<file path="config.mk">
export PLATFORM = sky130hd
export DESIGN_NAME = gpio_port_mode_control
export DESIGN_NICKNAME = d
export VERILOG_FILES = /design/src/rtl/gpio_pkg.sv /design/src/rtl/gpio_pin_if.sv /design/src/rtl/pin_mode_decode.sv /design/src/rtl/gpio_port_mode_control.sv
export SDC_FILE = /design/constraint.sdc
export NUM_CORES = 1
export LEC_CHECK = 0
export ABC_CLOCK_PERIOD_IN_PS = 1800
export BUFFER_PORTS_ARGS = -buffer_cell sky130_fd_sc_hd__clkbuf_2
export CAP_MARGIN = 15
export CORE_ASPECT_RATIO = 0.6
export CORE_MARGIN = 1
export CORE_UTILIZATION = 42
export DETAILED_ROUTE_END_ITERATION = 8
export HOLD_SLACK_MARGIN = 0.12
export PLACE_DENSITY = 0.69
export SLEW_MARGIN = 10
export SYNTH_ARGS = -nofsm -noshare
export SYNTH_HDL_FRONTEND = slang
export SYNTH_SLANG_ARGS = --single-unit
</file>
<file path="constraint.sdc">
create_clock -name pclk -period 1.8 [get_ports pclk]
set_clock_uncertainty 0.1 [all_clocks]
set_input_delay 0.27 -clock pclk [delete_from_list [all_inputs] [get_ports pclk]]
set_output_delay 0.27 -clock pclk [all_outputs]
set_load 0.1 [all_outputs]
</file>
<file path="src/rtl/gpio_pkg.sv">
/*
  gpio_pkg: register indexes, reset values, per-pin feature masks and
  interrupt group layout for the six-port pin controller.
  assumes: pin i of the flat 48-bit vectors is port i/8, bit i%8, port a lowest.
*/
package gpio_pkg;
  localparam int NUM_PORTS  = 6;
  localparam int PORT_W     = 8;
  localparam int NUM_PINS   = NUM_PORTS * PORT_W;
  localparam int NUM_GROUPS = 4;

  // register indexes; byte address is four times the index
  localparam logic [7:0] PORT_A_DATA_LATCH_IDX = 8'h00;
  localparam logic [7:0] PORT_A_DIRECTION_IDX  = 8'h01;
  localparam logic [7:0] PORT_A_OPTION_IDX     = 8'h02;
  localparam logic [7:0] PORT_B_DATA_LATCH_IDX = 8'h03;
  localparam logic [7:0] PORT_B_DIRECTION_IDX  = 8'h04;
  localparam logic [7:0] PORT_B_OPTION_IDX     = 8'h05;
  localparam logic [7:0] PORT_C_DATA_LATCH_IDX = 8'h06;
  localparam logic [7:0] PORT_C_DIRECTION_IDX  = 8'h07;
  localparam logic [7:0] PORT_C_OPTION_IDX     = 8'h08;
  localparam logic [7:0] PORT_D_DATA_LATCH_IDX = 8'h09;
  localparam logic [7:0] PORT_D_DIRECTION_IDX  = 8'h0a;
  localparam logic [7:0] PORT_D_OPTION_IDX     = 8'h0b;
  localparam logic [7:0] PORT_E_DATA_LATCH_IDX = 8'h0c;
  localparam logic [7:0] PORT_E_DIRECTION_IDX  = 8'h0d;
  localparam logic [7:0] PORT_E_OPTION_IDX     = 8'h0e;
  localparam logic [7:0] PORT_F_DATA_LATCH_IDX = 8'h0f;
  localparam logic [7:0] PORT_F_DIRECTION_IDX  = 8'h10;
  localparam logic [7:0] PORT_F_OPTION_IDX     = 8'h11;
  localparam logic [7:0] IRQ_STATUS_IDX        = 8'h12;
  localparam logic [7:0] IRQ_MASK_IDX          = 8'h13;
  localparam logic [7:0] EXT_INT_SENSE_IDX     = 8'h14;

  localparam logic [7:0] DATA_IDX [NUM_PORTS] = '{PORT_A_DATA_LATCH_IDX, PORT_B_DATA_LATCH_IDX,
    PORT_C_DATA_LATCH_IDX, PORT_D_DATA_LATCH_IDX, PORT_E_DATA_LATCH_IDX, PORT_F_DATA_LATCH_IDX};
  localparam logic [7:0] DIR_IDX [NUM_PORTS] = '{PORT_A_DIRECTION_IDX, PORT_B_DIRECTION_IDX,
    PORT_C_DIRECTION_IDX, PORT_D_DIRECTION_IDX, PORT_E_DIRECTION_IDX, PORT_F_DIRECTION_IDX};
  localparam logic [7:0] OPT_IDX [NUM_PORTS] = '{PORT_A_OPTION_IDX, PORT_B_OPTION_IDX,
    PORT_C_OPTION_IDX, PORT_D_OPTION_IDX, PORT_E_OPTION_IDX, PORT_F_OPTION_IDX};

  localparam logic [7:0] PORT_REG_RESET = 8'h00;
  localparam logic [3:0] IRQ_RESET      = 4'h0;
  localparam logic [7:0] SENSE_RESET    = 8'h00;

  // per-pin features, {f,e,d,c,b,a}
  localparam logic [47:0] INT_CAP_MASK     = 48'h0700_0000_ff0f;
  localparam logic [47:0] INT_PULLUP_MASK  = 48'h0300_0000_7707;
  localparam logic [47:0] TRUE_OD_MASK     = 48'h0000_0000_00c0;
  localparam logic [47:0] PULLUP_ALWAYS    = 48'h0004_0000_0000;

  // interrupt vector groups: a3:0, f2:0, b3:0, b7:4
  localparam logic [47:0] GROUP_MASK [NUM_GROUPS] = '{48'h0000_0000_000f,
    48'h0700_0000_0000, 48'h0000_0000_0f00, 48'h0000_0000_f000};

  // sensitivity codes, two bits per group
  localparam logic [1:0] SENSE_LOW  = 2'h0;
  localparam logic [1:0] SENSE_RISE = 2'h1;
  localparam logic [1:0] SENSE_FALL = 2'h2;
  localparam logic [1:0] SENSE_BOTH = 2'h3;
endpackage : gpio_pkg

</file>
<file path="src/rtl/gpio_pin_if.sv">
/*
  gpio_pin_if: flat per-pin bundle between the register block and the
  pin mode decoder.
  assumes: one bit per pin, width set by the instantiating module.
*/
`timescale 1ns/1ps
interface gpio_pin_if #(parameter int N = 48);
  logic [N-1:0] data;
  logic [N-1:0] dir;
  logic [N-1:0] opt;
  logic [N-1:0] pad_in;
  logic [N-1:0] af_out_en;
  logic [N-1:0] af_out;
  logic [N-1:0] read_val;
  logic [N-1:0] af_in;
  logic [N-1:0] pad_out;
  logic [N-1:0] pad_oe_n;
  logic [N-1:0] pull_en;
  logic [N-1:0] int_cand;

  modport ctrl (output data, dir, opt, pad_in, af_out_en, af_out,
                input  read_val, af_in, pad_out, pad_oe_n, pull_en, int_cand);
  modport pins (input  data, dir, opt, pad_in, af_out_en, af_out,
                output read_val, af_in, pad_out, pad_oe_n, pull_en, int_cand);
endinterface : gpio_pin_if

</file>
<file path="src/rtl/pin_mode_decode.sv">
/*
  pin_mode_decode: turns direction, option and latch bits into pad drive,
  pull-up, readback, peripheral input and interrupt candidacy, per pin.
  assumes: purely combinational; registers live in the instantiating module.
*/
`timescale 1ns/1ps
module pin_mode_decode
  import gpio_pkg::*;
(
  gpio_pin_if.pins pio
);
  genvar i;
  generate
    for (i = 0; i < NUM_PINS; i++) begin : g_pin
      logic drive_en;
      logic drive_val;
      logic push_pull;

      // a peripheral output takes priority over the latch
      assign drive_en  = pio.af_out_en[i] | pio.dir[i];
      assign drive_val = pio.af_out_en[i] ? pio.af_out[i] : pio.data[i];
      // true open-drain pads never push high, whatever the option bit says
      assign push_pull = pio.opt[i] & ~TRUE_OD_MASK[i];

      // a one in open-drain mode releases the pad
      assign pio.pad_out[i]  = drive_en & drive_val & push_pull;
      assign pio.pad_oe_n[i] = ~(drive_en & (push_pull | ~drive_val));

      // pull-up: input with option set, except floating-interrupt and true od pins
      assign pio.pull_en[i] = PULLUP_ALWAYS[i] |
                              (~drive_en & pio.opt[i] & ~TRUE_OD_MASK[i] &
                               (~INT_CAP_MASK[i] | INT_PULLUP_MASK[i]));

      // readback: latch when output, peripheral output, else pad level
      assign pio.read_val[i] = pio.dir[i] ? pio.data[i] :
                               (pio.af_out_en[i] ? pio.af_out[i] : pio.pad_in[i]);
      // peripheral input sees the latch while the pin is an output
      assign pio.af_in[i] = pio.dir[i] ? pio.data[i] : pio.pad_in[i];
      assign pio.int_cand[i] = INT_CAP_MASK[i] & ~pio.dir[i] & pio.opt[i];
    end
  endgenerate
endmodule : pin_mode_decode

</file>
<file path="src/rtl/gpio_port_mode_control.sv">
/*
  gpio_port_mode_control: six 8-bit i/o ports behind an apb slave, with
  external interrupt groups, vector pending latches and a status/mask irq.
  assumes: pad inputs synchronous to pclk; apb master per the amba spec;
  the pad ring resolves pad_out/pad_oe_n/pull_up_en into real levels.
*/
`timescale 1ns/1ps
// Operation
// - input pin with peripheral output enabled reads back the peripheral output.
// - output pin with peripheral input gets the data latch value.
// - low-power states leave ports alone; pending pin interrupts wake the device while the cpu mask is clear.
// - interrupt only in interrupt-input mode and with cpu mask clear; the status/mask irq output ignores cpu_int_masked.
// - standard pins: 00 float, 01 pull-up, 10 open drain, 11 push-pull.
// - interrupt pins: dir 0 opt 1 is interrupt input, pull-up on listed pins.
// - port a pins 6,7: direction only; output is true open drain.
// - port e pin 2 always pulled up; output mode chosen by option.
// - eighteen port registers at consecutive indexes, all reset to zero.
// - input pin: data read returns pad level; writes touch only the latch.
// - output pin driven from latch; data read returns the latch.
// - open drain releases on one; push-pull drives high; zero drives low.
// - group events pass sensitivity then OR; pending clears on vector fetch.
module gpio_port_mode_control
  import gpio_pkg::*;
#(
  parameter int PORTS = NUM_PORTS,
  parameter int WIDTH = PORT_W
)(
  input  wire logic                  pclk,
  input  wire logic                  presetn,
  input  wire logic                  psel,
  input  wire logic                  penable,
  input  wire logic                  pwrite,
  input  wire logic [7:0]            paddr,
  input  wire logic [31:0]           pwdata,
  output logic      [31:0]           prdata,
  output logic                       pready,
  output logic                       pslverr,
  input  wire logic [NUM_PINS-1:0]   pad_in,
  output logic      [NUM_PINS-1:0]   pad_out,
  output logic      [NUM_PINS-1:0]   pad_oe_n,
  output logic      [NUM_PINS-1:0]   pull_up_en,
  input  wire logic [NUM_PINS-1:0]   af_out_en,
  input  wire logic [NUM_PINS-1:0]   af_out,
  output logic      [NUM_PINS-1:0]   af_in,
  input  wire logic                  cpu_int_masked,
  input  wire logic [NUM_GROUPS-1:0] vector_fetch,
  output logic      [NUM_GROUPS-1:0] ext_irq_req,
  output logic                       wake_req,
  output logic                       irq
);
  // the register map and masks are laid out for exactly six 8-bit ports
  generate
    if (PORTS != NUM_PORTS || WIDTH != PORT_W) begin : g_bad_cfg
      $error("gpio_port_mode_control: only six 8-bit ports supported");
    end
  endgenerate

  gpio_pin_if #(.N(NUM_PINS)) pio ();

  logic [7:0]            data_q [NUM_PORTS];
  logic [7:0]            dir_q  [NUM_PORTS];
  logic [7:0]            opt_q  [NUM_PORTS];
  logic [NUM_GROUPS-1:0] status_q;
  logic [NUM_GROUPS-1:0] mask_q;
  logic [7:0]            sense_q;
  logic [NUM_GROUPS-1:0] pend_q;
  logic [NUM_PINS-1:0]   prev_q;
  logic [31:0]           prdata_q;
  logic [31:0]           rd_d;
  logic [7:0]            reg_idx;
  logic                  mapped;
  logic                  wr_en;
  logic [NUM_GROUPS-1:0] grp_hit;
  logic [NUM_GROUPS-1:0] sense_chg;

  // apb decode: zero wait states, so the access phase always completes
  assign reg_idx = {2'b00, paddr[7:2]};
  assign mapped  = (paddr[1:0] == 2'b00) && (reg_idx <= EXT_INT_SENSE_IDX);
  assign pready  = 1'b1;
  assign pslverr = psel & penable & ~mapped;
  assign wr_en   = psel & penable & pwrite & mapped;
  assign prdata  = prdata_q;

  // flatten the per-port registers toward the pin decoder
  genvar gp;
  generate
    for (gp = 0; gp < NUM_PORTS; gp++) begin : g_port
      assign pio.data[gp*PORT_W +: PORT_W] = data_q[gp];
      assign pio.dir[gp*PORT_W +: PORT_W]  = dir_q[gp];
      assign pio.opt[gp*PORT_W +: PORT_W]  = opt_q[gp];
    end
  endgenerate
  assign pio.pad_in    = pad_in;
  assign pio.af_out_en = af_out_en;
  assign pio.af_out    = af_out;

  pin_mode_decode u_decode (
    .pio (pio.pins)
  );

  assign pad_out    = pio.pad_out;
  assign pad_oe_n   = pio.pad_oe_n;
  assign pull_up_en = pio.pull_en;
  assign af_in      = pio.af_in;

  // port registers; a latch write never disturbs an input pin's pad
  always_ff @(posedge pclk or negedge presetn) begin
    if (!presetn) begin
      for (int p = 0; p < NUM_PORTS; p++) begin
        data_q[p] <= PORT_REG_RESET;
        dir_q[p]  <= PORT_REG_RESET;
        opt_q[p]  <= PORT_REG_RESET;
      end
    end else if (wr_en) begin
      for (int p = 0; p < NUM_PORTS; p++) begin
        if (reg_idx == DATA_IDX[p]) begin
          data_q[p] <= pwdata[7:0];
        end
        if (reg_idx == DIR_IDX[p]) begin
          dir_q[p] <= pwdata[7:0];
        end
        // true open-drain pins have no option bit; it stays zero
        if (reg_idx == OPT_IDX[p]) begin
          opt_q[p] <= pwdata[7:0] & ~TRUE_OD_MASK[p*PORT_W +: PORT_W];
        end
      end
    end
  end

  // read mux; unmapped and reserved bits read as zero
  always_comb begin
    rd_d = 32'h0000_0000;
    for (int p = 0; p < NUM_PORTS; p++) begin
      if (reg_idx == DATA_IDX[p]) begin
        rd_d[7:0] = pio.read_val[p*PORT_W +: PORT_W];
      end
      if (reg_idx == DIR_IDX[p]) begin
        rd_d[7:0] = dir_q[p];
      end
      if (reg_idx == OPT_IDX[p]) begin
        rd_d[7:0] = opt_q[p];
      end
    end
    if (reg_idx == IRQ_STATUS_IDX) begin
      rd_d[NUM_GROUPS-1:0] = status_q;
    end
    if (reg_idx == IRQ_MASK_IDX) begin
      rd_d[NUM_GROUPS-1:0] = mask_q;
    end
    if (reg_idx == EXT_INT_SENSE_IDX) begin
      rd_d[7:0] = sense_q;
    end
    if (!mapped) begin
      rd_d = 32'h0000_0000;
    end
  end

  // read data is captured in the setup phase so prdata comes from a flop
  always_ff @(posedge pclk or negedge presetn) begin
    if (!presetn) begin
      prdata_q <= 32'h0000_0000;
    end else if (psel && !penable && !pwrite) begin
      prdata_q <= rd_d;
    end
  end

  // previous pad level for edge detection; a high pad right after reset
  // looks like a rising edge, so software should arm interrupts later
  always_ff @(posedge pclk or negedge presetn) begin
    if (!presetn) begin
      prev_q <= {NUM_PINS{1'b0}};
    end else begin
      prev_q <= pad_in;
    end
  end

  // per group: apply its sensitivity to every candidate pin, then OR
  always_comb begin
    logic [NUM_PINS-1:0] det;
    det = {NUM_PINS{1'b0}};
    for (int g = 0; g < NUM_GROUPS; g++) begin
      case (sense_q[2*g +: 2])
        SENSE_LOW:  det = ~pad_in;
        SENSE_RISE: det = pad_in & ~prev_q;
        SENSE_FALL: det = ~pad_in & prev_q;
        SENSE_BOTH: det = pad_in ^ prev_q;
        default:    det = {NUM_PINS{1'b0}};
      endcase
      grp_hit[g] = |(det & pio.int_cand & GROUP_MASK[g]);
    end
  end

  // a sensitivity write that changes a group's code drops its pending request
  always_comb begin
    for (int g = 0; g < NUM_GROUPS; g++) begin
      sense_chg[g] = wr_en && (reg_idx == EXT_INT_SENSE_IDX) &&
                     (pwdata[2*g +: 2] != sense_q[2*g +: 2]);
    end
  end

  // sensitivity register
  always_ff @(posedge pclk or negedge presetn) begin
    if (!presetn) begin
      sense_q <= SENSE_RESET;
    end else if (wr_en && reg_idx == EXT_INT_SENSE_IDX) begin
      sense_q <= pwdata[7:0];
    end
  end

  // hidden pending latch per vector; a new event beats the fetch clear
  always_ff @(posedge pclk or negedge presetn) begin
    if (!presetn) begin
      pend_q <= IRQ_RESET;
    end else begin
      pend_q <= grp_hit | (pend_q & ~(vector_fetch | sense_chg));
    end
  end

  // requests reach the cpu only while its interrupt mask is clear
  assign ext_irq_req = pend_q & {NUM_GROUPS{~cpu_int_masked}};
  // port state is never touched by low power; any live request wakes
  assign wake_req = |ext_irq_req;

  // software-visible sticky status, write one to clear, set wins
  always_ff @(posedge pclk or negedge presetn) begin
    if (!presetn) begin
      status_q <= IRQ_RESET;
    end else begin
      if (wr_en && reg_idx == IRQ_STATUS_IDX) begin
        status_q <= (status_q & ~pwdata[NUM_GROUPS-1:0]) | grp_hit;
      end else begin
        status_q <= status_q | grp_hit;
      end
    end
  end

  // interrupt mask register
  always_ff @(posedge pclk or negedge presetn) begin
    if (!presetn) begin
      mask_q <= IRQ_RESET;
    end else if (wr_en && reg_idx == IRQ_MASK_IDX) begin
      mask_q <= pwdata[NUM_GROUPS-1:0];
    end
  end

  assign irq = |(status_q & mask_q);

  // port f group armed: some pin of it is an interrupt input
  logic grp1_armed;
  assign grp1_armed = |(pio.int_cand & GROUP_MASK[1]);
endmodule : gpio_port_mode_control

</file>
---- Word-level counts from Yosys, hierarchy flattened ----
Cells that the tools add are included.
cells by class
  add/subtract/negate cells ............... 0
  multiplexer cells ....................... 219
  multiply operators ...................... 0
  bitwise gates (word level) .............. 467
  div/mod/pow operators ................... 0
  reductions and logical operators ........ 42
  equality and inequality tests ........... 36
  shifts and indexed selects .............. 0
  $lt $le $gt $ge ......................... 1
operator list
  kind                                                              number
  1-bit AND                                                         200
  1-bit 2-to-1 mux                                                  192
  43-bit case mux with 4 select lines                               1
  8-bit 2-to-1 mux                                                  20
  1-bit inverter                                                    154
  43-bit AND                                                        3
  1-bit OR                                                          94
  43-bit inverter                                                   2
  16-bit case mux with 4 select lines                               1
  6-bit by 4-bit == test with 1-bit output (second input constant)  8
  12-bit case mux with 4 select lines                               1
  43-bit XOR                                                        1
  2-bit AND reduction                                               18
  6-bit by 5-bit == test with 1-bit output (second input constant)  5
  6-bit by 3-bit == test with 1-bit output (second input constant)  4
  4-bit AND                                                         5
  4-bit OR reduction                                                5
  16-bit AND                                                        1
  2-bit == test (second input constant)                             8
  4-bit OR                                                          4
  4-bit case mux with 4 select lines                                1
  12-bit AND                                                        1
  6-bit by 2-bit == test with 1-bit output (second input constant)  2
  4-bit 2-to-1 mux                                                  3
  other kinds (10)                                                  31
word-level totals
  flip-flop bits (word level) ............. 237
  memories ................................ 0
  RAM bits ................................ 0
  bits of input ports ..................... 194
  bits in latches ......................... 0
  ROM bits ................................ 0
  output and inout port bits .............. 232

---- Depth between registers and ports, before layout ----
Gate-level depths: netlist (run 1).
  depth after elaboration ................. 24
  gate-level depth with buffers ........... 10
  gate-level depth less buffers ........... 8

---- Modules after synthesis ----
From an unflattened synthesis (run 1), not the netlist that was laid out.
second synthesis, totals
  cell total of the unflattened synthesis .. 1,486
  area, all modules ....................... 13,397.8 sq um
by module, submodules not included
  module                  cells each  instances  seq. area each (sq um)  area each (sq um)
  gpio_port_mode_control  866         1          4,629.4                 10,043.4
  pin_mode_decode         620         1          0.0                     3,354.5

---- Least setup slack after synthesis (run 1) ----
OpenSTA, ideal clock, no wires.
  kind .................................... register to output
  from .................................... register dir_q[0] (netlist name)
  to ...................................... output pull_up_en[40]
  stages on the path, launching flop included .. 3
  path slack .............................. -1.325 ns
  arrival time ............................ 2.755 ns
  data required time ...................... 1.430 ns
  buffers on the path ..................... 1
  path through ............................ dfrtp_1 -> clkbuf_1 -> nor3b_1
between the ends
  longest elaborated chain between the ends .. 3
RTL lines
  item                             line                           RTL
  start, declared                  gpio_port_mode_control.sv:61   logic [7:0] dir_q [NUM_PORTS];
  start signal, assigned by index  gpio_port_mode_control.sv:120  dir_q[p] <= pwdata[7:0];
  1-bit OR                         pin_mode_decode.sv:20          assign drive_en = pio.af_out_en[i] | pio.dir[i];
  1-bit inverter                   pin_mode_decode.sv:31          (~drive_en & pio.opt[i] & ~TRUE_OD_MASK[i] &
  1-bit AND                        pin_mode_decode.sv:31
  end, declared                    gpio_port_mode_control.sv:41   output logic [NUM_PINS-1:0] pull_up_en,
No other way between the ends.

---- Final worst setup path (run 1) ----
  from .................................... register prev_q[11]
  to ...................................... register pend_q[2]
between the ends
  longest elaborated chain between the ends .. 6
  elaborated cells on any way between the ends .. 8
  those cells by class .................... mux: 1; bitwise: 6; reduce/logical: 1
RTL lines
  item                                     line                           RTL
  start, declared                          gpio_port_mode_control.sv:67   logic [NUM_PINS-1:0] prev_q;
  start signal, assigned                   gpio_port_mode_control.sv:171  prev_q <= {NUM_PINS{1'b0}};
  start signal, assigned                   gpio_port_mode_control.sv:173  prev_q <= pad_in;
  43-bit inverter                          --
  43-bit AND                               --
  12-bit case mux with 4 select lines (*)  gpio_port_mode_control.sv:182  case (sense_q[2*g +: 2])
  12-bit AND (*)                           gpio_port_mode_control.sv:189  grp_hit[g] = |(det & pio.int_cand & GROUP_MASK[g]);
  4-bit OR reduction (*)                   gpio_port_mode_control.sv:189
  4-bit OR (*)                             gpio_port_mode_control.sv:215  pend_q <= grp_hit | (pend_q & ~(vector_fetch | sense_chg));
  end signal, assigned                     gpio_port_mode_control.sv:215
  end, declared                            gpio_port_mode_control.sv:66   logic [NUM_GROUPS-1:0] pend_q;
Every way passes the cells marked *; elsewhere a longest branch is shown, timed or not.
A chain may end at the register's enable or synchronous reset.

==> results of run 1 <==
-- cells in the final DEF, fill, tap and decap left out, types with 20 or more instances in the layout --
cell type      synthesis  final
clkbuf_2               0    168
mux2_2               152     41
dlygate4sd3_1          0     21
nor2_1                62     31
o22ai_4                0     33
and2_4                 0     36
nand2_1              178    123
nand2_4                0     31
buf_4                 34    395
inv_1                 89     76
buf_12                 0    214
a21oi_1               49     36
nand2_2                0     22
o21ai_0              165     52
dfrtp_1              185    120
mux2i_1               69     33
dfrtp_2                0     65
mux2i_4                0     20
nor2_4                 0     33
mux2_4                 0    111
nor3b_4                0     30
buf_6                  1    117
o21ai_4                0     46
o21ai_2                0     48
conb_1                 2     34
ha_1                  30     27
-- per-layer routing --
| metal | part of all wire | wire length (um) |
|---|---|---|
| met5 | 0.0010 | 85 |
| met4 | 0.076 | 6462 |
| met3 | 0.14 | 11540 |
| met2 | 0.44 | 37420 |
| met1 | 0.35 | 29410 |
-- flip-flops by register name, summed over array words and instances, names as in the netlist --
register / flops
prev_q: 15
prdata: 8
dir_q: 48
status_q: 4
data_q: 48
mask_q: 4
opt_q: 46
sense_q: 8
pend_q: 4
-- timing repair --
action,in CTS,in global routing
endpoints found under the hold margin,205,1
pin swaps,167,137
hold buffers,21,1
buffers inserted,160,58
resized for setup,482,210
setup endpoints to repair,197,214
-- final timing paths --
kind / endpoint / slack (ps) / cells after the start
worst max-delay path: pend_q[2] / -390 / 7
worst min-delay path: dir_q[2] / 160 / 4
worst max register to register: pend_q[2] / -390 / 7
worst min register to register: prdata[3] / 480 / 2
max in group asynchronous: opt_q[42] / 760 / 3
min in group asynchronous: prev_q[40] / 200 / 2
-- kinds of logic (layout without fill, tap and decap cells) --
logic type               Yosys count  in the layout  share of synthesized area
adder cells (fa/ha/maj)           30             30                    0.02848
XOR/XNOR                           8              8                   0.005316
AO/OA/AOI/OAI                    412            412                     0.1962
AND/OR/NAND/NOR                  418            418                     0.1566
multiplexers                     227            227                     0.1925
buffers and inverters            205           1049                    0.06910
flip-flops                       185            185                     0.3512
other                              2             35                  0.0005697
-- cell type report --
cell class / count / area [um^2] / share of cell area
Sequential cell: 185 / 4711 / 0.1715
Clock buffer: 24 / 481.7 / 0.01754
Multi-Input combinational cell: 1129 / 11550 / 0.4208
Clock inverter: 8 / 65.06 / 0.002369
Timing Repair Buffer: 927 / 9786 / 0.3563
Antenna cell: 1 / 2.502 / 0.00009112
Tap cell: 408 / 510.5 / 0.01859
Inverter: 90 / 350.3 / 0.01276
-- power groups by stage --
| stage | registers, uW | logic [uW] | clock network (uW) |
|---|---|---|---|
| after global placement | 4320 | 3780 | 0 |
| after floorplan | 4330 | 2290 | 0 |
| after CTS | 4250 | 4140 | 3640 |
| after global routing | 4260 | 4650 | 3890 |
| final | 4260 | 4560 | 3810 |
| after detailed placement | 4330 | 3840 | 0 |
-- worst min-delay path: cells and delay by family --
family	cells	cell delay, ps
and+or+nand+nor	1	60
AOI/OAI and AO/OA	1	70
buffers and inverters	2	270
-- stage by stage --
step	TNS (ps)	hold WS, ps	power, uW	setup WS [ps]
after global routing	-20500	185.5	12790	-408.8
after floorplan	-25660	-125.6	6625	-474.1
final	-16530	160.1	12630	-389.0
after CTS	-7357	133.2	12030	-297.4
after detailed placement	-70660	133.4	8165	-650.1
after global placement	-60820	125.6	8100	-498.2
==> summary.txt, run 1 <==
Status
  – Outcome: complete, but fails checks
  – Failing checks: setup timing

Critical path
  – Crit-path max FO: 2
  – CP bufs+invs: 1
  – Worst path required time: 2070 ps
  – Critical-path top delay cell: mux4_2
  – R2R Path Start: prev_q[11]
  – Critical Path AT: 2460 ps
  – Startpoint types: flop
  – Crit end category: flop
  – Crit path launch: prev_q[11]
  – Top delay family on crit path: compound AO/OA/AOI/OAI gates
  – Worst path cell trace: ha_1 -> inv_1 -> mux4_2 -> nand3b_1 -> nand2_1 -> a211o_1 -> a31o_2
  – Critical path class: reg -> reg
  – Critical path's largest stage delay: 470 ps

Place
  – Routability cong.: 0.9430
  – Dpl cells: 2508
  – IO buf count: 367
  – Placed Area: 22470 um^2
  – HPWL Detailed: 46760 um

Final layout
  – Finished Cell Area: 27460 um^2
  – # fillers: 1047
  – Utilization after layout: 0.9031
  – Post-Layout Cell Count: 2772
  – Layout cells sized above 1: 0.6822
  – Final nets: 2574
  – Area delta synth->final: 108.3%

Logic synthesis
  – Post-Syn Instances: 1487
  – Synth Register Bits: 185
  – Seq/Total Area, Yosys: 0.3512
  – Synth warn: 0
  – Yosys cell types: 70
  – Cell taking the most area after synthesis: dfrtp_1
  – Synth Cell Area: 13180 um^2
  – List of most frequent post-synthesis cells: dfrtp_1, nand2_1, o21ai_0
  – Top_reg_cell synth: dfrtp_1
  – Most frequent cell after synthesis: dfrtp_1
  – Ys async rst share: 1.000
  – Number of synthesized flops with an enable pin: 0
  – Synth area leaders: dfrtp_1, mux2_2, o21ai_0
  – Post-synth top area share: 0.3512
  – Avg Inst Size Synth: 8.864 um^2

Route
  – Detailed-route DRC error count: 0
  – Starting DRT DRC Count: 2609
  – Antenna Nets Post-Route: 0
  – WL/cell: 30.63 um
  – Routed via count: 18181
  – DR pass1 iterations: 6
  – Vias/cell: 6.559
  – WL final: 84920 um

Clock network
  – Reg clk slew, reported paths: 90 ps
  – Worst skew pair latency: 480 ps
  – CTS tree: yes
  – CTS HTree Levels: 4
  – Clock root cell: clkbuf_16
  – CTS buffer count: 17
  – Clk sink count: 185
  – Max Root-Sink Buffers: 2

Global routing
  – First-pass GRT wire length: 106500 um
  – GR Util met2: 0.6977
  – Gr ovfl total: 0
  – Vias in the first global route: 17348
  – Met3 Track Usage GR: 0.1256
  – Initial antenna violation count: 3
  – Routing usage on met1: 0.5665
  – Grt peak-use layer: met2
  – Largest net degree at the start of global routing: 43
  – Total track usage: 0.4370

Floorplan
  – Floorplan core area: 30410 um^2
  – Die height: 139.2 um
  – Io pins: 426
  – Die Width: 230.7 um
  – Die area: 32120 um^2
  – Starting Density: 0.4335
  – Num rows: 49

Timing
  – Final WS setup: -389.0 ps
  – Max_slew headroom: 0.4675
  – Final hold viol count: 0
  – Final worst path period need: 2189 ps
  – Slew @ Worst Pin: 798.8 ps
  – RSZ-0062 raised after global routing: yes
  – Final Max Tran Viols: 0
  – Fin crit share: 1.216
  – Setup violations, final: 174
  – F_max: 456.8 MHz

Power and ir drop
  – Switching share of power: 0.3909
  – Pwr/cell area: 460.0 nW/um^2
  – Internal power: 7694 uW
  – Combinational share of power: 0.361
  – P_leak: 0.01260 uW
  – Part of the power in registers: 0.337
  – Clock share of power: 0.302
  – Sw power: 4938 uW
  – VDD IR max: 0.6373 mV

Run
  – MaxCap Viol Count: 0

Worst hold path
  – Min-delay worst type: in -> reg
  – Hold path startpoint: pwdata[2]
(Power assumes the default switching activity.)
==> run 2, diff against run 1 <==
==> constraint.sdc (replaced) <==
create_clock -name pclk -period 1.8 [get_ports pclk]
set_clock_uncertainty 0.1 [all_clocks]
set_input_delay 0.27 -clock pclk [delete_from_list [all_inputs] [get_ports pclk]]
set_output_delay 0.27 -clock pclk [all_outputs]
set_load 0.005 [all_outputs]
==> run 2 against run 1 <==
Net effect:
- cell area down 28%
- worst setup slack better by 120 ps
- the run still ends with setup timing left
- sequential power about the same
- clock power hardly changed
- largest power group is now registers
- critical path type unchanged
- register-to-register slack better by 120 ps
==> summary.txt, run 2 (synthesis gave the netlist of run 1 again) <==
Status
  – Outcome: complete, but fails checks
  – Failing checks: setup timing

Final layout
  – Utilization after layout: 0.6480
  – # fillers: 2497
  – Area delta synth->final: 49.48%
  – Largest registers: data_q (48), dir_q (48), opt_q (46)
  – Layout cells sized above 1: 0.4850
  – Antenna diode count: 0
  – Final nets: 2343
  – Most common cell after layout, fill and taps aside: clkbuf_2
  – Commonest non-fill, non-tap cells in the layout: clkbuf_2, buf_4, nand2_1, dfrtp_1, o21ai_0

Route
  – Routed via count: 14272
  – Detailed-route DRC error count: 0
  – DR pass1 iterations: 5
  – Starting DRT DRC Count: 1295
  – Vias/cell: 5.619
  – Antenna Nets Post-Route: 0
  – WL final: 52960 um
  – WL/cell: 20.85 um

Critical path
  – Worst path required time: 2040 ps
  – R2R setup slack: -270 ps
  – CP endpoint: pend_q[2]
  – Critical Path AT: 2320 ps
  – Crit end category: flop
  – Critical path class: reg -> reg
  – Startpoint types: flop
  – Crit-path max FO: 2
  – R2R Path Start: prev_q[9]
  – Worst r2r path cells: 6
  – Crit path launch: prev_q[9]
  – Reg2reg end: pend_q[2]

Global routing
  – Total track usage: 0.3219
  – Largest net degree at the start of global routing: 49
  – Vias in the first global route: 13678
  – Initial antenna violation count: 1
  – Gr ovfl total: 0
  – First-pass GRT wire length: 79180 um

Place
  – IO buf count: 367
  – HPWL Detailed: 41370 um
  – Routability cong.: 0.9585

Clock network
  – CTS buffer count: 17
  – Reg clk slew, reported paths: 70 ps
  – Clock root cell: clkbuf_16
  – Max Root-Sink Buffers: 2
  – CTS HTree Levels: 4
  – Worst skew pair latency: 460 ps
  – Clk sink count: 185
  – CTS tree: yes

Timing
  – Setup violations, final: 14
  – RSZ-0062 raised after global routing: yes
  – Max_slew headroom: 0.5879
  – Setup TNS: -1707 ps
  – Fin Hold WS: 170.9 ps
  – Final hold viol count: 0
  – Slew @ Worst Pin: 618.1 ps
  – Final worst path period need: 2073 ps
  – F_max: 482.4 MHz
  – Final WS setup: -272.9 ps
  – Final Max Tran Viols: 0
  – Fin crit share: 1.152

Floorplan
  – Starting Density: 0.4335
  – Num rows: 49
  – Die area: 32120 um^2
  – Die Width: 230.7 um
  – Floorplan core area: 30410 um^2
  – Io pins: 426
  – Die height: 139.2 um

Power and ir drop
  – P_leak: 0.009753 uW
  – Pwr/cell area: 503.9 nW/um^2
  – VDD IR max: 0.5500 mV

Run
  – MaxCap Viol Count: 0

Worst hold path
  – Min-delay worst type: in -> reg
[run 2: cell count changes in the layout (fill, tap and decap cells not counted), sizes merged, moves of 2 or more]
cell / delta
clkinv: +4
buf: -411
clkinvlp: -2
clkbuf: +178
[run 2: power breakdown]
group          total [uW]  switching [uW]  internal, uW
Clock                3780            1780          2000
Sequential           4250            47.5          4200
Combinational        1910            1030           873
[run 2: cell type report]
class                           instances  area (um^2)  area share
Clock buffer                           20        456.7     0.02318
Clock inverter                         12        116.4    0.005906
Inverter                               90        337.8     0.01715
Multi-Input combinational cell       1129         8736      0.4434
Sequential cell                       185         4683      0.2377
Tap cell                              408        510.5     0.02591
Timing Repair Buffer                  696         4863      0.2468
[run 2: layer usage]
metal | wire [um] | vias to the layer above | track usage
met5 | 17 | - | 0
met4 | 872 | 2 | 0.07076
met3 | 3929 | 56 | 0.05266
met2 | 23370 | 555 | 0.4962
met1 | 24770 | 7108 | 0.4723
li1 | - | 6551 | -
[run 2: how the worst min path moves through the flow]
stage	from	to	slack, ps	cells after the start
floorplan	presetn	data_q[0]	-130	0
global placement	presetn	prev_q[10]	170	1
detailed placement	presetn	prev_q[8]	160	1
CTS	pwdata[2]	sense_q[2]	160	3
global route	pwdata[2]	sense_q[2]	170	3
finish	pwdata[2]	sense_q[2]	170	3
[run 2: critical path, stage by stage, from the launching register on]
cell and delay [ps]:
dfrtp_1 390, ha_1 280, inv_1 30, mux4_2 440, nor2b_1 140, a211o_1 340, a31o_2 240
[run 2: repair_timing]
| item | 4_1_cts | 5_1_grt |
|---|---|---|
| endpoints found under the setup margin | 61 | 89 |
| endpoints found under the hold margin | 204 | 0 |
| resized for setup | 72 | 137 |
| pin swaps | 8 | 36 |
| setup buffers | 15 | 48 |
| cloned | 0 | 0 |
| hold buffers | 20 | 0 |
[run 2: per-stage QoR]
step | area [um^2] | setup WS (ps) | instances | total power, uW
floorplan | 14080 | -340.1 | 1519 | 5115
detailed placement | 17980 | -484.0 | 2428 | 6083
finish | 19700 | -272.9 | 2540 | 9928
global route | 19700 | -334.7 | 2540 | 10270
CTS | 19010 | -262.1 | 2493 | 9839
global placement | 17980 | -439.8 | 2428 | 6041
